<file path="src/common/pmc_pkg.sv">
package pmc_pkg;

    // ----------------------------------------------------------------
    // Register map, word indices (byte address is four times the index)
    // ----------------------------------------------------------------
    localparam int ADDR_W = 12;
    localparam logic [7:0] IDX_CTRL = 8'h20;
    localparam logic [7:0] IDX_CHG = 8'h21;
    localparam logic [7:0] IDX_MODE0 = 8'h22;
    localparam logic [7:0] IDX_RSTMON = 8'h71;
    localparam int NUM_MODES = 4;
    localparam int NUM_RAILS = 4;
    localparam int VSEL_W = 5;

    // ----------------------------------------------------------------
    // Field layouts
    // ----------------------------------------------------------------
    typedef struct packed {
        logic [VSEL_W-1:0] v_d;
        logic [VSEL_W-1:0] v_c;
        logic [VSEL_W-1:0] v_b;
        logic [VSEL_W-1:0] v_a;
        logic key_return;
        logic pin_mode_ctrl;
        logic [1:0] watchdog;
        logic storage_req;
        logic [NUM_RAILS-1:0] rail_en;
    } pmc_mode_set_t;

    typedef struct packed {
        logic [1:0] long_press_time;
        logic thermistor_enable;
        logic sw_mode_bit_hi;
        logic sw_mode_bit_lo;
    } pmc_ctrl_t;

    typedef struct packed {
        logic [5:0] cv_code;
        logic [7:0] cc_code;
    } pmc_chg_t;

    typedef struct packed {
        logic key_level;
        logic [3:0] rsvd;
        logic reset_low;
        logic [1:0] active_mode;
    } pmc_rstmon_t;

    typedef struct packed {
        logic [NUM_RAILS-1:0] above_hi;
        logic [NUM_RAILS-1:0] above_lo;
    } pmc_rail_mon_t;

    typedef struct packed {
        logic hot;
        logic warm;
        logic cool;
        logic cold;
    } pmc_temp_zone_t;

    localparam int MODE_W = $bits(pmc_mode_set_t);
    localparam int CTRL_W = $bits(pmc_ctrl_t);
    localparam int CHG_W = $bits(pmc_chg_t);
    localparam int RSTMON_W = $bits(pmc_rstmon_t);

    // ----------------------------------------------------------------
    // Reset values
    // ----------------------------------------------------------------
    localparam pmc_mode_set_t MODE_RST = '{5'h10, 5'h10, 5'h10, 5'h10, 1'b0, 1'b0, 2'h0, 1'b0, 4'hf};
    localparam pmc_ctrl_t CTRL_RST = '{2'h0, 1'b0, 1'b0, 1'b0};
    localparam pmc_chg_t CHG_RST = '{6'h20, 8'h40};

    // ----------------------------------------------------------------
    // Timing
    // ----------------------------------------------------------------
    localparam int CLK_MHZ = 20;
    localparam int CLK_HZ = CLK_MHZ * 1000000;
    localparam int DEGLITCH_US = 200;
    localparam int DEGLITCH_CYC = DEGLITCH_US * CLK_MHZ;
    localparam int LONG_UNIT_S = 4;
    localparam int LONG_UNIT_CYC = LONG_UNIT_S * CLK_HZ;
    localparam int CV_STEP_MV = 10;
    localparam int CV_HOT_OFFSET_MV = 140;
    localparam logic [5:0] CV_HOT_OFFSET = 6'(CV_HOT_OFFSET_MV / CV_STEP_MV);

    typedef enum logic [2:0] {
        ST_STANDBY,
        ST_PWRUP,
        ST_ACTIVE,
        ST_SW_UP,
        ST_SW_DN,
        ST_PWRDN,
        ST_STORAGE
    } pmc_state_t;

endpackage

</file>
<file path="src/core/pmc_ctrl.sv">
`timescale 1ns/1ps
module pmc_ctrl import pmc_pkg::*; #(
    parameter int DEGLITCH_CYC_P = DEGLITCH_CYC,
    parameter int LONG_UNIT_CYC_P = LONG_UNIT_CYC
) (
    input wire logic pclk,
    input wire logic presetn,
    input wire logic psel,
    input wire logic penable,
    input wire logic pwrite,
    input wire logic [ADDR_W-1:0] paddr,
    input wire logic [31:0] pwdata,
    output logic [31:0] prdata,
    output logic pready,
    output logic pslverr,
    input wire logic power_key_n,
    input wire logic mode_pin_lo,
    input wire logic mode_pin_hi,
    input wire pmc_rail_mon_t rail_mon,
    input wire pmc_temp_zone_t temp_zone,
    output logic [NUM_RAILS-1:0] rail_enable,
    output logic [NUM_RAILS*VSEL_W-1:0] rail_vsel,
    output logic system_reset_out_n_o,
    output logic system_reset_out_n_oe,
    output logic charge_suspend,
    output logic [7:0] charge_current,
    output logic [5:0] charge_voltage
);

    // ----------------------------------------------------------------
    // Parameter checks
    // ----------------------------------------------------------------
    if (DEGLITCH_CYC_P < 2 || LONG_UNIT_CYC_P < 2 || longint'(LONG_UNIT_CYC_P) * 4 >= 64'h7fffffff) begin : g_chk
        $error("pmc_ctrl: timing parameters out of range");
    end

    localparam int DG_W = $clog2(DEGLITCH_CYC_P + 1);

    logic key_s, key_dn_s, mpin_hi_s, mpin_lo_s;
    pmc_rail_mon_t mon_s;
    pmc_temp_zone_t tz_s;
    logic [DG_W-1:0] dg_cnt_ff;
    logic [31:0] lp_cnt_ff, lp_limit;
    logic key_fall_ff, long_fire_ff, key_ok;
    pmc_mode_set_t mode_ff [NUM_MODES];
    pmc_ctrl_t ctrl_ff;
    pmc_chg_t chg_ff;
    pmc_state_t state_ff;
    logic [1:0] active_ff, target_ff, req_mode;
    logic ship_pend_ff, recycle_ff, regs_clr_ff;
    logic [NUM_RAILS-1:0] rail_en_ff, moving_ff, good;
    logic [NUM_RAILS*VSEL_W-1:0] vsel_ff, nxt_vsel;
    pmc_mode_set_t cur, tgt;
    logic pready_ff, pslverr_ff, wr_en, rd_hit, rst_oe_ff;
    logic [31:0] prdata_ff, rd_data;
    logic [7:0] idx;
    logic susp_ff;
    logic [7:0] cc_ff;
    logic [5:0] cv_ff;

    // ----------------------------------------------------------------
    // Input synchronisers
    // ----------------------------------------------------------------
    pmc_sync2 #(.W(3 + 2 * NUM_RAILS + 4)) u_sync (
        .clk(pclk),
        .rst_n(presetn),
        .d({~power_key_n, mode_pin_hi, mode_pin_lo, rail_mon, temp_zone}),
        .q({key_dn_s, mpin_hi_s, mpin_lo_s, mon_s, tz_s})
    );

    // The key is synchronised inverted so that the flops reset to the released level.
    assign key_s = !key_dn_s;

    // ----------------------------------------------------------------
    // Power key deglitch and long press
    // ----------------------------------------------------------------
    always_ff @(posedge pclk or negedge presetn) begin
        if (!presetn) begin
            dg_cnt_ff <= '0;
            key_fall_ff <= 1'b0;
        end else if (key_s) begin
            dg_cnt_ff <= '0;
            key_fall_ff <= 1'b0;
        end else begin
            key_fall_ff <= (dg_cnt_ff == DG_W'(DEGLITCH_CYC_P - 1));
            if (dg_cnt_ff != DG_W'(DEGLITCH_CYC_P)) begin
                dg_cnt_ff <= dg_cnt_ff + 1'b1;
            end
        end
    end

    assign lp_limit = 32'((ctrl_ff.long_press_time + 3'h1) * LONG_UNIT_CYC_P);

    always_ff @(posedge pclk or negedge presetn) begin
        if (!presetn) begin
            lp_cnt_ff <= '0;
            long_fire_ff <= 1'b0;
        end else if (key_s) begin
            lp_cnt_ff <= '0;
            long_fire_ff <= 1'b0;
        end else begin
            long_fire_ff <= (lp_cnt_ff == lp_limit - 32'h1);
            if (lp_cnt_ff < lp_limit) begin
                lp_cnt_ff <= lp_cnt_ff + 32'h1;
            end
        end
    end

    assign key_ok = key_fall_ff && state_ff != ST_PWRUP && state_ff != ST_PWRDN;

    // ----------------------------------------------------------------
    // APB slave
    // ----------------------------------------------------------------
    assign idx = paddr[9:2];
    assign wr_en = psel && penable && pwrite && pready_ff;

    always_comb begin
        rd_hit = 1'b1;
        rd_data = '0;
        if (paddr[ADDR_W-1:10] != '0 || paddr[1:0] != 2'h0) begin
            rd_hit = 1'b0;
        end else if (idx == IDX_CTRL) begin
            rd_data = 32'(ctrl_ff);
        end else if (idx == IDX_CHG) begin
            rd_data = 32'(chg_ff);
        end else if (idx >= IDX_MODE0 && idx < IDX_MODE0 + 8'(NUM_MODES)) begin
            rd_data = 32'(mode_ff[2'(idx - IDX_MODE0)]);
        end else if (idx == IDX_RSTMON) begin
            rd_data = 32'(pmc_rstmon_t'{key_s, 4'h0, rst_oe_ff, active_ff});
        end else begin
            rd_hit = 1'b0;
        end
    end

    always_ff @(posedge pclk or negedge presetn) begin
        if (!presetn) begin
            pready_ff <= 1'b0;
            pslverr_ff <= 1'b0;
            prdata_ff <= '0;
        end else begin
            pready_ff <= psel && !penable && !pready_ff;
            if (psel && !penable) begin
                pslverr_ff <= !rd_hit;
                prdata_ff <= pwrite ? 32'h0 : rd_data;
            end
        end
    end

    // ----------------------------------------------------------------
    // Register file
    // ----------------------------------------------------------------
    always_ff @(posedge pclk or negedge presetn) begin
        if (!presetn) begin
            for (int i = 0; i < NUM_MODES; i++) mode_ff[i] <= MODE_RST;
            ctrl_ff <= CTRL_RST;
            chg_ff <= CHG_RST;
        end else if (regs_clr_ff) begin
            for (int i = 0; i < NUM_MODES; i++) mode_ff[i] <= MODE_RST;
            ctrl_ff <= CTRL_RST;
            chg_ff <= CHG_RST;
        end else begin
            if (wr_en && paddr[1:0] == 2'h0 && paddr[ADDR_W-1:10] == '0) begin
                if (idx == IDX_CTRL) begin
                    ctrl_ff <= pmc_ctrl_t'(pwdata[CTRL_W-1:0]);
                end else if (idx == IDX_CHG) begin
                    chg_ff <= pmc_chg_t'(pwdata[CHG_W-1:0]);
                end else if (idx >= IDX_MODE0 && idx < IDX_MODE0 + 8'(NUM_MODES)) begin
                    mode_ff[2'(idx - IDX_MODE0)] <= pmc_mode_set_t'(pwdata[MODE_W-1:0]);
                end
            end
            if (key_ok) begin
                for (int i = 0; i < NUM_MODES; i++) mode_ff[i].pin_mode_ctrl <= 1'b0;
                if (cur.key_return) begin
                    ctrl_ff.sw_mode_bit_hi <= 1'b0;
                    ctrl_ff.sw_mode_bit_lo <= 1'b0;
                end
            end
        end
    end

    // ----------------------------------------------------------------
    // Mode selection and sequencer
    // ----------------------------------------------------------------
    assign cur = mode_ff[active_ff];
    assign tgt = mode_ff[target_ff];
    assign req_mode = cur.pin_mode_ctrl ? {mpin_hi_s, mpin_lo_s}
                                        : {ctrl_ff.sw_mode_bit_hi, ctrl_ff.sw_mode_bit_lo};

    always_comb begin
        nxt_vsel = vsel_ff;
        if (state_ff == ST_PWRUP || state_ff == ST_ACTIVE) begin
            nxt_vsel = {cur.v_d, cur.v_c, cur.v_b, cur.v_a};
        end else if (state_ff == ST_SW_UP || state_ff == ST_SW_DN) begin
            nxt_vsel = {tgt.v_d, tgt.v_c, tgt.v_b, tgt.v_a};
        end
    end

    always_ff @(posedge pclk or negedge presetn) begin
        if (!presetn) begin
            state_ff <= ST_STANDBY;
            active_ff <= 2'h0;
            target_ff <= 2'h0;
            ship_pend_ff <= 1'b0;
            recycle_ff <= 1'b0;
            regs_clr_ff <= 1'b0;
            rail_en_ff <= '0;
            vsel_ff <= '0;
        end else begin
            regs_clr_ff <= 1'b0;
            vsel_ff <= nxt_vsel;
            if (cur.storage_req && (state_ff == ST_ACTIVE || state_ff == ST_SW_UP || state_ff == ST_SW_DN)) begin
                state_ff <= ST_PWRDN;
                ship_pend_ff <= 1'b1;
            end else if (long_fire_ff && (state_ff == ST_ACTIVE || state_ff == ST_SW_UP || state_ff == ST_SW_DN)) begin
                state_ff <= ST_PWRDN;
                recycle_ff <= 1'b1;
            end else begin
                case (state_ff)
                    ST_STANDBY, ST_STORAGE: begin
                        rail_en_ff <= '0;
                        if (key_ok) begin
                            state_ff <= ST_PWRUP;
                            active_ff <= 2'h0;
                            target_ff <= 2'h0;
                        end
                    end
                    ST_PWRUP: begin
                        rail_en_ff <= cur.rail_en;
                        if (rail_en_ff == cur.rail_en && &(~cur.rail_en | mon_s.above_lo)) begin
                            state_ff <= ST_ACTIVE;
                        end
                    end
                    ST_ACTIVE: begin
                        rail_en_ff <= cur.rail_en;
                        if (key_ok && cur.key_return && active_ff != 2'h0) begin
                            target_ff <= 2'h0;
                            state_ff <= ST_SW_UP;
                        end else if (req_mode != active_ff) begin
                            target_ff <= req_mode;
                            state_ff <= ST_SW_UP;
                        end
                    end
                    ST_SW_UP: begin
                        rail_en_ff <= cur.rail_en | tgt.rail_en;
                        if (rail_en_ff == (cur.rail_en | tgt.rail_en) && &(~tgt.rail_en | mon_s.above_lo)) begin
                            state_ff <= ST_SW_DN;
                        end
                    end
                    ST_SW_DN: begin
                        rail_en_ff <= tgt.rail_en;
                        active_ff <= target_ff;
                        state_ff <= ST_ACTIVE;
                    end
                    ST_PWRDN: begin
                        rail_en_ff <= '0;
                        if (rail_en_ff == '0 && mon_s.above_lo == '0) begin
                            regs_clr_ff <= ship_pend_ff || recycle_ff;
                            active_ff <= 2'h0;
                            target_ff <= 2'h0;
                            ship_pend_ff <= 1'b0;
                            recycle_ff <= 1'b0;
                            state_ff <= ship_pend_ff ? ST_STORAGE : (recycle_ff ? ST_PWRUP : ST_STANDBY);
                        end
                    end
                    default: begin
                        state_ff <= ST_STANDBY;
                    end
                endcase
            end
        end
    end

    // ----------------------------------------------------------------
    // System reset
    // ----------------------------------------------------------------
    assign good = mon_s.above_lo & ~mon_s.above_hi;

    always_ff @(posedge pclk or negedge presetn) begin
        if (!presetn) begin
            moving_ff <= '0;
        end else begin
            for (int i = 0; i < NUM_RAILS; i++) begin
                if (rail_en_ff[i] && nxt_vsel[i*VSEL_W +: VSEL_W] != vsel_ff[i*VSEL_W +: VSEL_W]) begin
                    moving_ff[i] <= 1'b1;
                end else if (good[i] || !rail_en_ff[i]) begin
                    moving_ff[i] <= 1'b0;
                end
            end
        end
    end

    always_ff @(posedge pclk or negedge presetn) begin
        if (!presetn) begin
            rst_oe_ff <= 1'b1;
        end else begin
            rst_oe_ff <= |(rail_en_ff & ~moving_ff & ~good)
                || (state_ff == ST_PWRUP && !(&(~rail_en_ff | mon_s.above_lo)))
                || state_ff == ST_PWRDN || state_ff == ST_STANDBY || state_ff == ST_STORAGE;
        end
    end

    // ----------------------------------------------------------------
    // Charger temperature zoning
    // ----------------------------------------------------------------
    always_ff @(posedge pclk or negedge presetn) begin
        if (!presetn) begin
            susp_ff <= 1'b0;
            cc_ff <= CHG_RST.cc_code;
            cv_ff <= CHG_RST.cv_code;
        end else begin
            susp_ff <= ctrl_ff.thermistor_enable && (tz_s.cold || tz_s.hot);
            cc_ff <= (ctrl_ff.thermistor_enable && tz_s.cool && !tz_s.cold) ? chg_ff.cc_code >> 1 : chg_ff.cc_code;
            if (ctrl_ff.thermistor_enable && tz_s.warm && !tz_s.hot) begin
                cv_ff <= (chg_ff.cv_code > CV_HOT_OFFSET) ? chg_ff.cv_code - CV_HOT_OFFSET : 6'h0;
            end else begin
                cv_ff <= chg_ff.cv_code;
            end
        end
    end

    assign prdata = prdata_ff;
    assign pready = pready_ff;
    assign pslverr = pslverr_ff;
    assign rail_enable = rail_en_ff;
    assign rail_vsel = vsel_ff;
    assign system_reset_out_n_o = 1'b0;
    assign system_reset_out_n_oe = rst_oe_ff;
    assign charge_suspend = susp_ff;
    assign charge_current = cc_ff;
    assign charge_voltage = cv_ff;
endmodule // pmc_ctrl

</file>
<file path="src/core/pmc_sync2.sv">
`timescale 1ns/1ps
module pmc_sync2 import pmc_pkg::*; #(
    parameter int W = 1
) (
    input wire logic clk,
    input wire logic rst_n,
    input wire logic [W-1:0] d,
    output logic [W-1:0] q
);

    logic [W-1:0] meta_ff;
    logic [W-1:0] sync_ff;

    // Two flops; the first one feeds only the second.
    always_ff @(posedge clk or negedge rst_n) begin
        if (!rst_n) begin
            meta_ff <= '0;
            sync_ff <= '0;
        end else begin
            meta_ff <= d;
            sync_ff <= meta_ff;
        end
    end

    assign q = sync_ff;

endmodule // pmc_sync2

</file>
<file path="config.mk">
export PLATFORM = sky130hd
export DESIGN_NAME = pmc_ctrl
export DESIGN_NICKNAME = d
export VERILOG_FILES = /design/src/common/pmc_pkg.sv /design/src/core/pmc_ctrl.sv /design/src/core/pmc_sync2.sv
export SDC_FILE = /design/constraint.sdc
export NUM_CORES = 1
export LEC_CHECK = 0
export BUFFER_PORTS_ARGS = -buffer_cell sky130_fd_sc_hd__buf_2
export CAP_MARGIN = 20
export CORE_MARGIN = 10
export CORE_UTILIZATION = 55
export CTS_BUF_LIST = sky130_fd_sc_hd__clkbuf_2
export DETAILED_ROUTE_END_ITERATION = 10
export PLACE_DENSITY = 0.76
export SLEW_MARGIN = 20
export SYNTH_ARGS = -nofsm -noshare
export SYNTH_HDL_FRONTEND = slang
export SYNTH_SLANG_ARGS = --single-unit
</file>
<file path="constraint.sdc">
create_clock -name pclk -period 7 [get_ports pclk]
set_input_delay 1.05 -clock pclk [delete_from_list [all_inputs] [get_ports pclk]]
set_output_delay 1.05 -clock pclk [all_outputs]
set_load 0.02 [all_outputs]
</file>
Word-level counts from Yosys, hierarchy flattened
Cells that the tools add are included.
W data, S select, Z words.
{ "op_classes": {"n_bitwise": 19, "muxes": 88, "reduce_logical": 96, "n_eq_ne": 36, "addsub": 6, "mul": 1, "n_lt_le_gt_ge": 8} }
{ "op_table": {"columns": ["operator", "n"], "rows": [
  ["$mux W116", 5],
  ["$mux W29", 10],
  ["$bmux W29 S2", 3],
  ["$mux W32", 4],
  ["$bwmux W116", 1],
  ["$demux W29 S2", 1],
  ["$mux W14", 4],
  ["$mux W20", 2],
  ["$add A32 B1 Y32 const B", 1],
  ["$eq A32 B32 Y1", 1],
  ["$lt A32 B30 Y1", 1],
  ["$sub A30 B1 Y31 const B", 1],
  ["$reduce_bool A2 Y1", 15],
  ["$mux W1", 29],
  ["$logic_and A1 B1 Y1", 28],
  ["$mux W3", 9],
  ["$mux W12", 2],
  ["$not A4 Y4", 6],
  ["$mul A3 B17 Y20 const B", 1],
  ["$ne A5 B5 Y1", 4],
  ["$reduce_and A4 Y1", 5],
  ["$pmux W3 S6", 1],
  ["$eq A8 B6 Y1 const B", 2],
  ["$mux W8", 2],
  ["other kinds (46)", 116]
]} }
{ "totals": {"reg_bits": 299} }

Longest topological paths before layout
{ "depth": {"depth_word": 13, "depth_mapped": 18} }

Hierarchy
A second synthesis with hierarchy kept.
{ "unflattened": {"cells_unflattened": 1652, "hier_area_um2": 16315.6} }
{ "modules_own_cells": {"columns": ["mod", "area_each_um2", "instances", "cells_per_inst", "seq_area_each_um2"], "rows": [
  ["pmc_ctrl", 15564.9, 1, 1622, 6702.7],
  ["pmc_sync2", 750.7, 1, 30, 750.7]
]} }

Least setup slack after synthesis
OpenSTA, ideal clock, no wires.
{ "synth_timing": {"path_kind": "register to register", "startpoint": "reg ctrl_ff[3] (netlist bit)", "endpoint": "reg lp_cnt_ff[23]", "stages_incl_launch_ff": 18, "t_required_ns": 6.922, "period_less_slack_ns": 4.079, "path_slack_ns": 2.921, "n_path_buf": 3, "setup_ns": 0.078, "arrival_ns": 4.001, "path_cell_list": "dfrtp_1 -> clkbuf_1 -> inv_1 -> ha_1 -> clkbuf_1 -> xor2_1 -> inv_1 -> ha_1 -> xnor2_1 -> xnor2_1 -> ha_1 -> o21a_1 -> o21ai_0 -> a211oi_1 -> a2111o_1 -> clkbuf_1 -> or4_1 -> a21oi_1"} }
{ "synth_via": {"elab_chain_len": 4} }
{ "synth_rtl": {"columns": ["item", "line", "rtl"], "rows": [
  ["from (decl)", "pmc_ctrl.sv:46", "pmc_ctrl_t ctrl_ff;"],
  ["from (signal assigned)", "pmc_ctrl.sv:164", "ctrl_ff <= pmc_ctrl_t'(pwdata[CTRL_W-1:0]);"],
  ["$add A2 B1 Y3", "pmc_ctrl.sv:92", "assign lp_limit = 32'((ctrl_ff.long_press_time + 3'h1) * LONG_UNIT_CYC_P);"],
  ["$mul A3 B17 Y20", "pmc_ctrl.sv:92", null],
  ["$lt A32 B30 Y1", "pmc_ctrl.sv:103", "if (lp_cnt_ff < lp_limit) begin"],
  ["$ne A2 B2 Y1 (no source line)", null, null],
  ["to (signal assigned)", "pmc_ctrl.sv:104", "lp_cnt_ff <= lp_cnt_ff + 32'h1;"],
  ["to (decl)", "pmc_ctrl.sv:43", "logic [31:0] lp_cnt_ff, lp_limit;"]
]} }
No other way between the ends.
A chain may end at the register's enable or synchronous reset.

Worst setup path in the final report
{ "layout_timing": {"startpoint": "reg ctrl_ff[3] (netlist bit)", "endpoint": "reg lp_cnt_ff[16]"} }
The elaborated chain is that of the path after synthesis.

==> flow_metrics.env <==
export IMPL_dieArea_mm2=0.0365
export IMPL_clockRootBuffer="clkbuf_2"
export IMPL_nFillCells=2404
export IMPL_clock_skew_final_ns=0.0898
export IMPL_core_mm2=0.0288
export IMPL_crit_path_start="ctrl_ff[3]$_DFFE_PN0P_"
export IMPL_ys_flop_type="dfrtp_1"
export IMPL_timing_fmax_mhz=205
export IMPL_xor_xnor_portion_of_the_synthesized_cell_area_pct=3.05
export IMPL_critical_path_arrival_ns=5.66
export IMPL_grt_remaining_overflow=0
export IMPL_fp_row_count=62
export IMPL_seq_area_frac_synth_pct=46.3
export IMPL_pwr_share_comb_pct=3.8
export IMPL_ys_seq_elements=296
export IMPL_cts_tree="built"
export IMPL_dr_pass1_iters=6
export IMPL_swShare_pct=27.3
export IMPL_post_synthesis_share_of_cell_area_spent_on_and_or_nand_and_nor_gates_pct=17.5
export IMPL_maxCapViolCount=0
export IMPL_placed_cells=1997
export IMPL_crit_required_ns=7.78
export IMPL_post_synth_instance_area_mm2=0.0161
export IMPL_dr_total_vias=13100
export IMPL_internal_power_mw=2.22
export IMPL_crit_path_max_fanout=46
export IMPL_setup_repair_after_global_routing_missed_its_margin="no"
export IMPL_ff_latch_area_mm2=0.00746
export IMPL_clock_network_fraction_of_design_power_pct=39.6
export IMPL_post_cts_hold_buffer_count=0
export IMPL_clkSinkCount=296
export IMPL_port_buffers=131
export IMPL_timing_critical_path_to_type="flop"
export IMPL_instances_no_fill=2141
export IMPL_grt_pass1_vias=13300
export IMPL_multi_input_area_mm2=0.00806
export IMPL_route_detailed_wl_per_inst_um=20.4
export IMPL_cts_reportedPaths_clkPinSlew_ns=0.12
export IMPL_cts_htree_levels=3
export IMPL_synthCells=1571
export IMPL_synth_top_family_by_area="simple AND/OR/NAND/NOR gates"
export IMPL_io_pins=139
export IMPL_synth_fa_ha_area_share_pct=2.49
export IMPL_synth_edf_count=0
export IMPL_antenna_found_initial=2
export IMPL_max_clock_path_buffers=3
export IMPL_totalWireLength_um=43700
export IMPL_netSwitchingPower_mw=0.835
export IMPL_post_synthesis_compound_gate_area_fraction_pct=11.7
export IMPL_number_of_drc_markers_after_the_initial_detailed_route_iteration=1449
export IMPL_tns_ns=0
export IMPL_maximum_number_of_pins_on_one_net_before_global_route_repair=152
export IMPL_synthesis_yosys_warnings=0
export IMPL_vdd_ir_drop_max_mv=0.130
export IMPL_fin_area_mm2=0.0176
export IMPL_layout_nets=1790
export IMPL_status="complete, no violations"
export IMPL_fin_crit_sh_pct=69.7
export IMPL_cts_resized=0
export IMPL_post_drt_via_cell_ratio=6.13
export IMPL_post_route_drc_count=0
export IMPL_synth_area_leader_cell="dfrtp_1"
export IMPL_synth_to_final_area_change_pct=9.73
export IMPL_placed_area_mm2=0.0169
export IMPL_cp_start_kind="flop"
export IMPL_power_density_normalized_to_cell_area_mw_per_mm2=173
export IMPL_critPathKind="reg -> reg"
export IMPL_synth_async_sr_flop_share_pct=100
export IMPL_die_width_um=191
export IMPL_ant_nets=0
export IMPL_finalHoldViolations=0
export IMPL_cts_made_buffers=78
export IMPL_clkLatencyLatePin_ns=0.94
export IMPL_grt_pass1_wl_um=70900
export IMPL_netlist_top_cells_area="dfrtp_1, mux4_2, nand2_1"
export IMPL_dp_hpwl_um=27900
export IMPL_min_delay_path_class="in -> async"
export IMPL_post_synth_cell_area_avg_um2=10.2
export IMPL_synth_area_mux_share_pct=14.9
export IMPL_worst_r2r_startpoint="ctrl_ff[3]$_DFFE_PN0P_"
export IMPL_gpl_final_weighted_congestion=0.910
export IMPL_sequential_share_of_power_pct=56.6
export IMPL_start_util_pct=55.9
export IMPL_maxSlewViolCount=0
export IMPL_grt_total_usage_pct=24.1
export IMPL_postCtsSetupRepairBufs=0
export IMPL_post_route_min_period_ns=4.88
export IMPL_total_leakage_power_nw=7.91
export IMPL_post_synth_num_cell_types=74
export IMPL_synthDominantCellAreaShare_pct=40.3
export IMPL_slew_headroom_pct=28.1
export IMPL_die_h_um=191
export IMPL_report_final_setup_viol=0
export IMPL_worst_margin_pin_slew_ns=1.08
export IMPL_drive_gt1_share_pct=24.7
-- layout by cell type, fill, tap and decap left out, types with 4 or more instances in the layout --
| cell type | Yosys | routed |
|---|---|---|
| buf_2 | 13 | 130 |
| nand3b_1 | 38 | 38 |
| clkinv_1 | 1 | 9 |
| and2_1 | 6 | 6 |
| dfstp_2 | 37 | 37 |
| mux2_2 | 16 | 16 |
| conb_1 | 1 | 4 |
| nand4b_1 | 4 | 4 |
| a21oi_1 | 139 | 138 |
| inv_1 | 29 | 29 |
| nor2_1 | 51 | 49 |
| a31oi_1 | 4 | 4 |
| o21a_1 | 6 | 6 |
| o21ai_0 | 66 | 66 |
| and3_1 | 11 | 11 |
| nor4_1 | 8 | 6 |
| nand2b_1 | 12 | 12 |
| a21o_1 | 10 | 10 |
| inv_2 | 0 | 5 |
| xnor2_1 | 25 | 25 |
| and4_1 | 7 | 7 |
| a222oi_1 | 12 | 12 |
| dfrtp_1 | 259 | 256 |
| mux2i_1 | 47 | 47 |
| mux4_2 | 77 | 77 |
| a22oi_1 | 11 | 11 |
| o31ai_1 | 21 | 21 |
| clkbuf_2 | 2 | 125 |
| or4_1 | 23 | 23 |
| or3_1 | 16 | 16 |
| xor2_1 | 31 | 31 |
| nand2_1 | 346 | 346 |
| a22o_1 | 14 | 14 |
| ha_1 | 32 | 32 |
| nand4_1 | 20 | 20 |
| nand3_1 | 21 | 21 |
| buf_4 | 7 | 19 |
| nor3_1 | 13 | 13 |
-- cell families (layout without fill, tap and decap cells) --
family,after synthesis,count (layout)
compound gates,310,310
xor+xnor,56,56
fa+ha+maj,32,32
buf+inv,142,323
flops,296,296
mux,141,141
other cells,1,6
simple gates,593,593
-- final timing paths --
path / slack [ns] / depth (start not counted) / to
min in group pclk: 0.26 / 1 / u_sync.meta_ff[0]$_DFF_PN0_
max reg2reg: 2.12 / 15 / lp_cnt_ff[16]$_DFFE_PN0P_
max: 2.12 / 15 / lp_cnt_ff[16]$_DFFE_PN0P_
min reg2reg: 0.35 / 0 / u_sync.q[5]$_DFF_PN0_
max in group asynchronous: 5.49 / 2 / regs_clr_ff$_DFF_PN0_
min: 0.1 / 1 / mode_ff[84]$_DFFE_PN0P_
-- power groups by stage --
stage | clock (mW) | combinational (mW) | sequential [mW]
2_1_floorplan | 0 | 0.0390 | 1.76
3_3_place_gp | 0 | 0.115 | 1.76
3_5_place_dp | 0 | 0.117 | 1.76
4_1_cts | 1.24 | 0.117 | 1.73
5_1_grt | 1.33 | 0.128 | 1.73
6_report | 1.21 | 0.115 | 1.73
-- registers in the layout (all words and copies together), names as in the netlist, 3 cells and up --
name and flops:
lp_cnt_ff 32, state_ff 3, chg_ff 14, rail_vsel 20
moving_ff 4, rail_enable 4, mode_ff 116, u_sync.meta_ff 15
prdata 29, u_sync.q 15, charge_voltage 6, dg_cnt_ff 12
charge_current 8, ctrl_ff 5
-- cell usage after synthesis, types with 31 or more instances --
master	number
nor2_1	51
dfstp_2	37
nand2_1	346
clkbuf_1	76
xor2_1	31
nand3b_1	38
o21ai_0	66
ha_1	32
a21oi_1	139
mux4_2	77
mux2i_1	47
dfrtp_1	259
-- critical path, cell delays in order, from the launching register on --
cell      delay (ns)
dfrtp_1         0.74
inv_1           0.33
ha_1            0.58
xor2_1          0.25
inv_1           0.07
ha_1            0.19
xnor2_1         0.13
xnor2_1         0.25
ha_1            0.29
o21a_1          0.17
o21ai_0         0.15
a211oi_1        0.09
a2111o_1        0.47
buf_4           0.33
or4_1           0.54
a21oi_1         0.15
-- per-layer routing --
| metal | GRT usage (%) | routed length (um) | up-vias | part of all wire, % |
|---|---|---|---|---|
| li1 | - | - | 5934 | - |
| met1 | 32.2 | 18500 | 6531 | 42 |
| met2 | 37.6 | 20500 | 558 | 47 |
| met3 | 5.47 | 3670 | 99 | 8.4 |
| met4 | 8.81 | 1020 | 0 | 2.3 |
| met5 | 0 | 0 | - | 0 |
-- layout make-up --
cell class,count,share of cell area [%]
inverter,30,0.638
antenna,2,0.0284
clock inverter,16,0.397
timing repair buffer,152,4.76
tap,384,2.72
multi-input combinational,1136,45.6
clock buffer,125,3.54
sequential,296,42.3
-- through the flow --
stage / total power [mW] / hold WS (ns) / worst slack [ns] / util, %
floorplan: 1.80 / 0.331 / 2.92 / -
global placement: 1.88 / 0.333 / 2.38 / 58.9
detailed placement: 1.88 / 0.335 / 2.17 / 58.9
CTS: 3.09 / 0.106 / 2.14 / 61.3
global route: 3.19 / 0.133 / 1.83 / 61.3
finish: 3.06 / 0.0991 / 2.12 / 61.3
(Power assumes the default switching activity.)
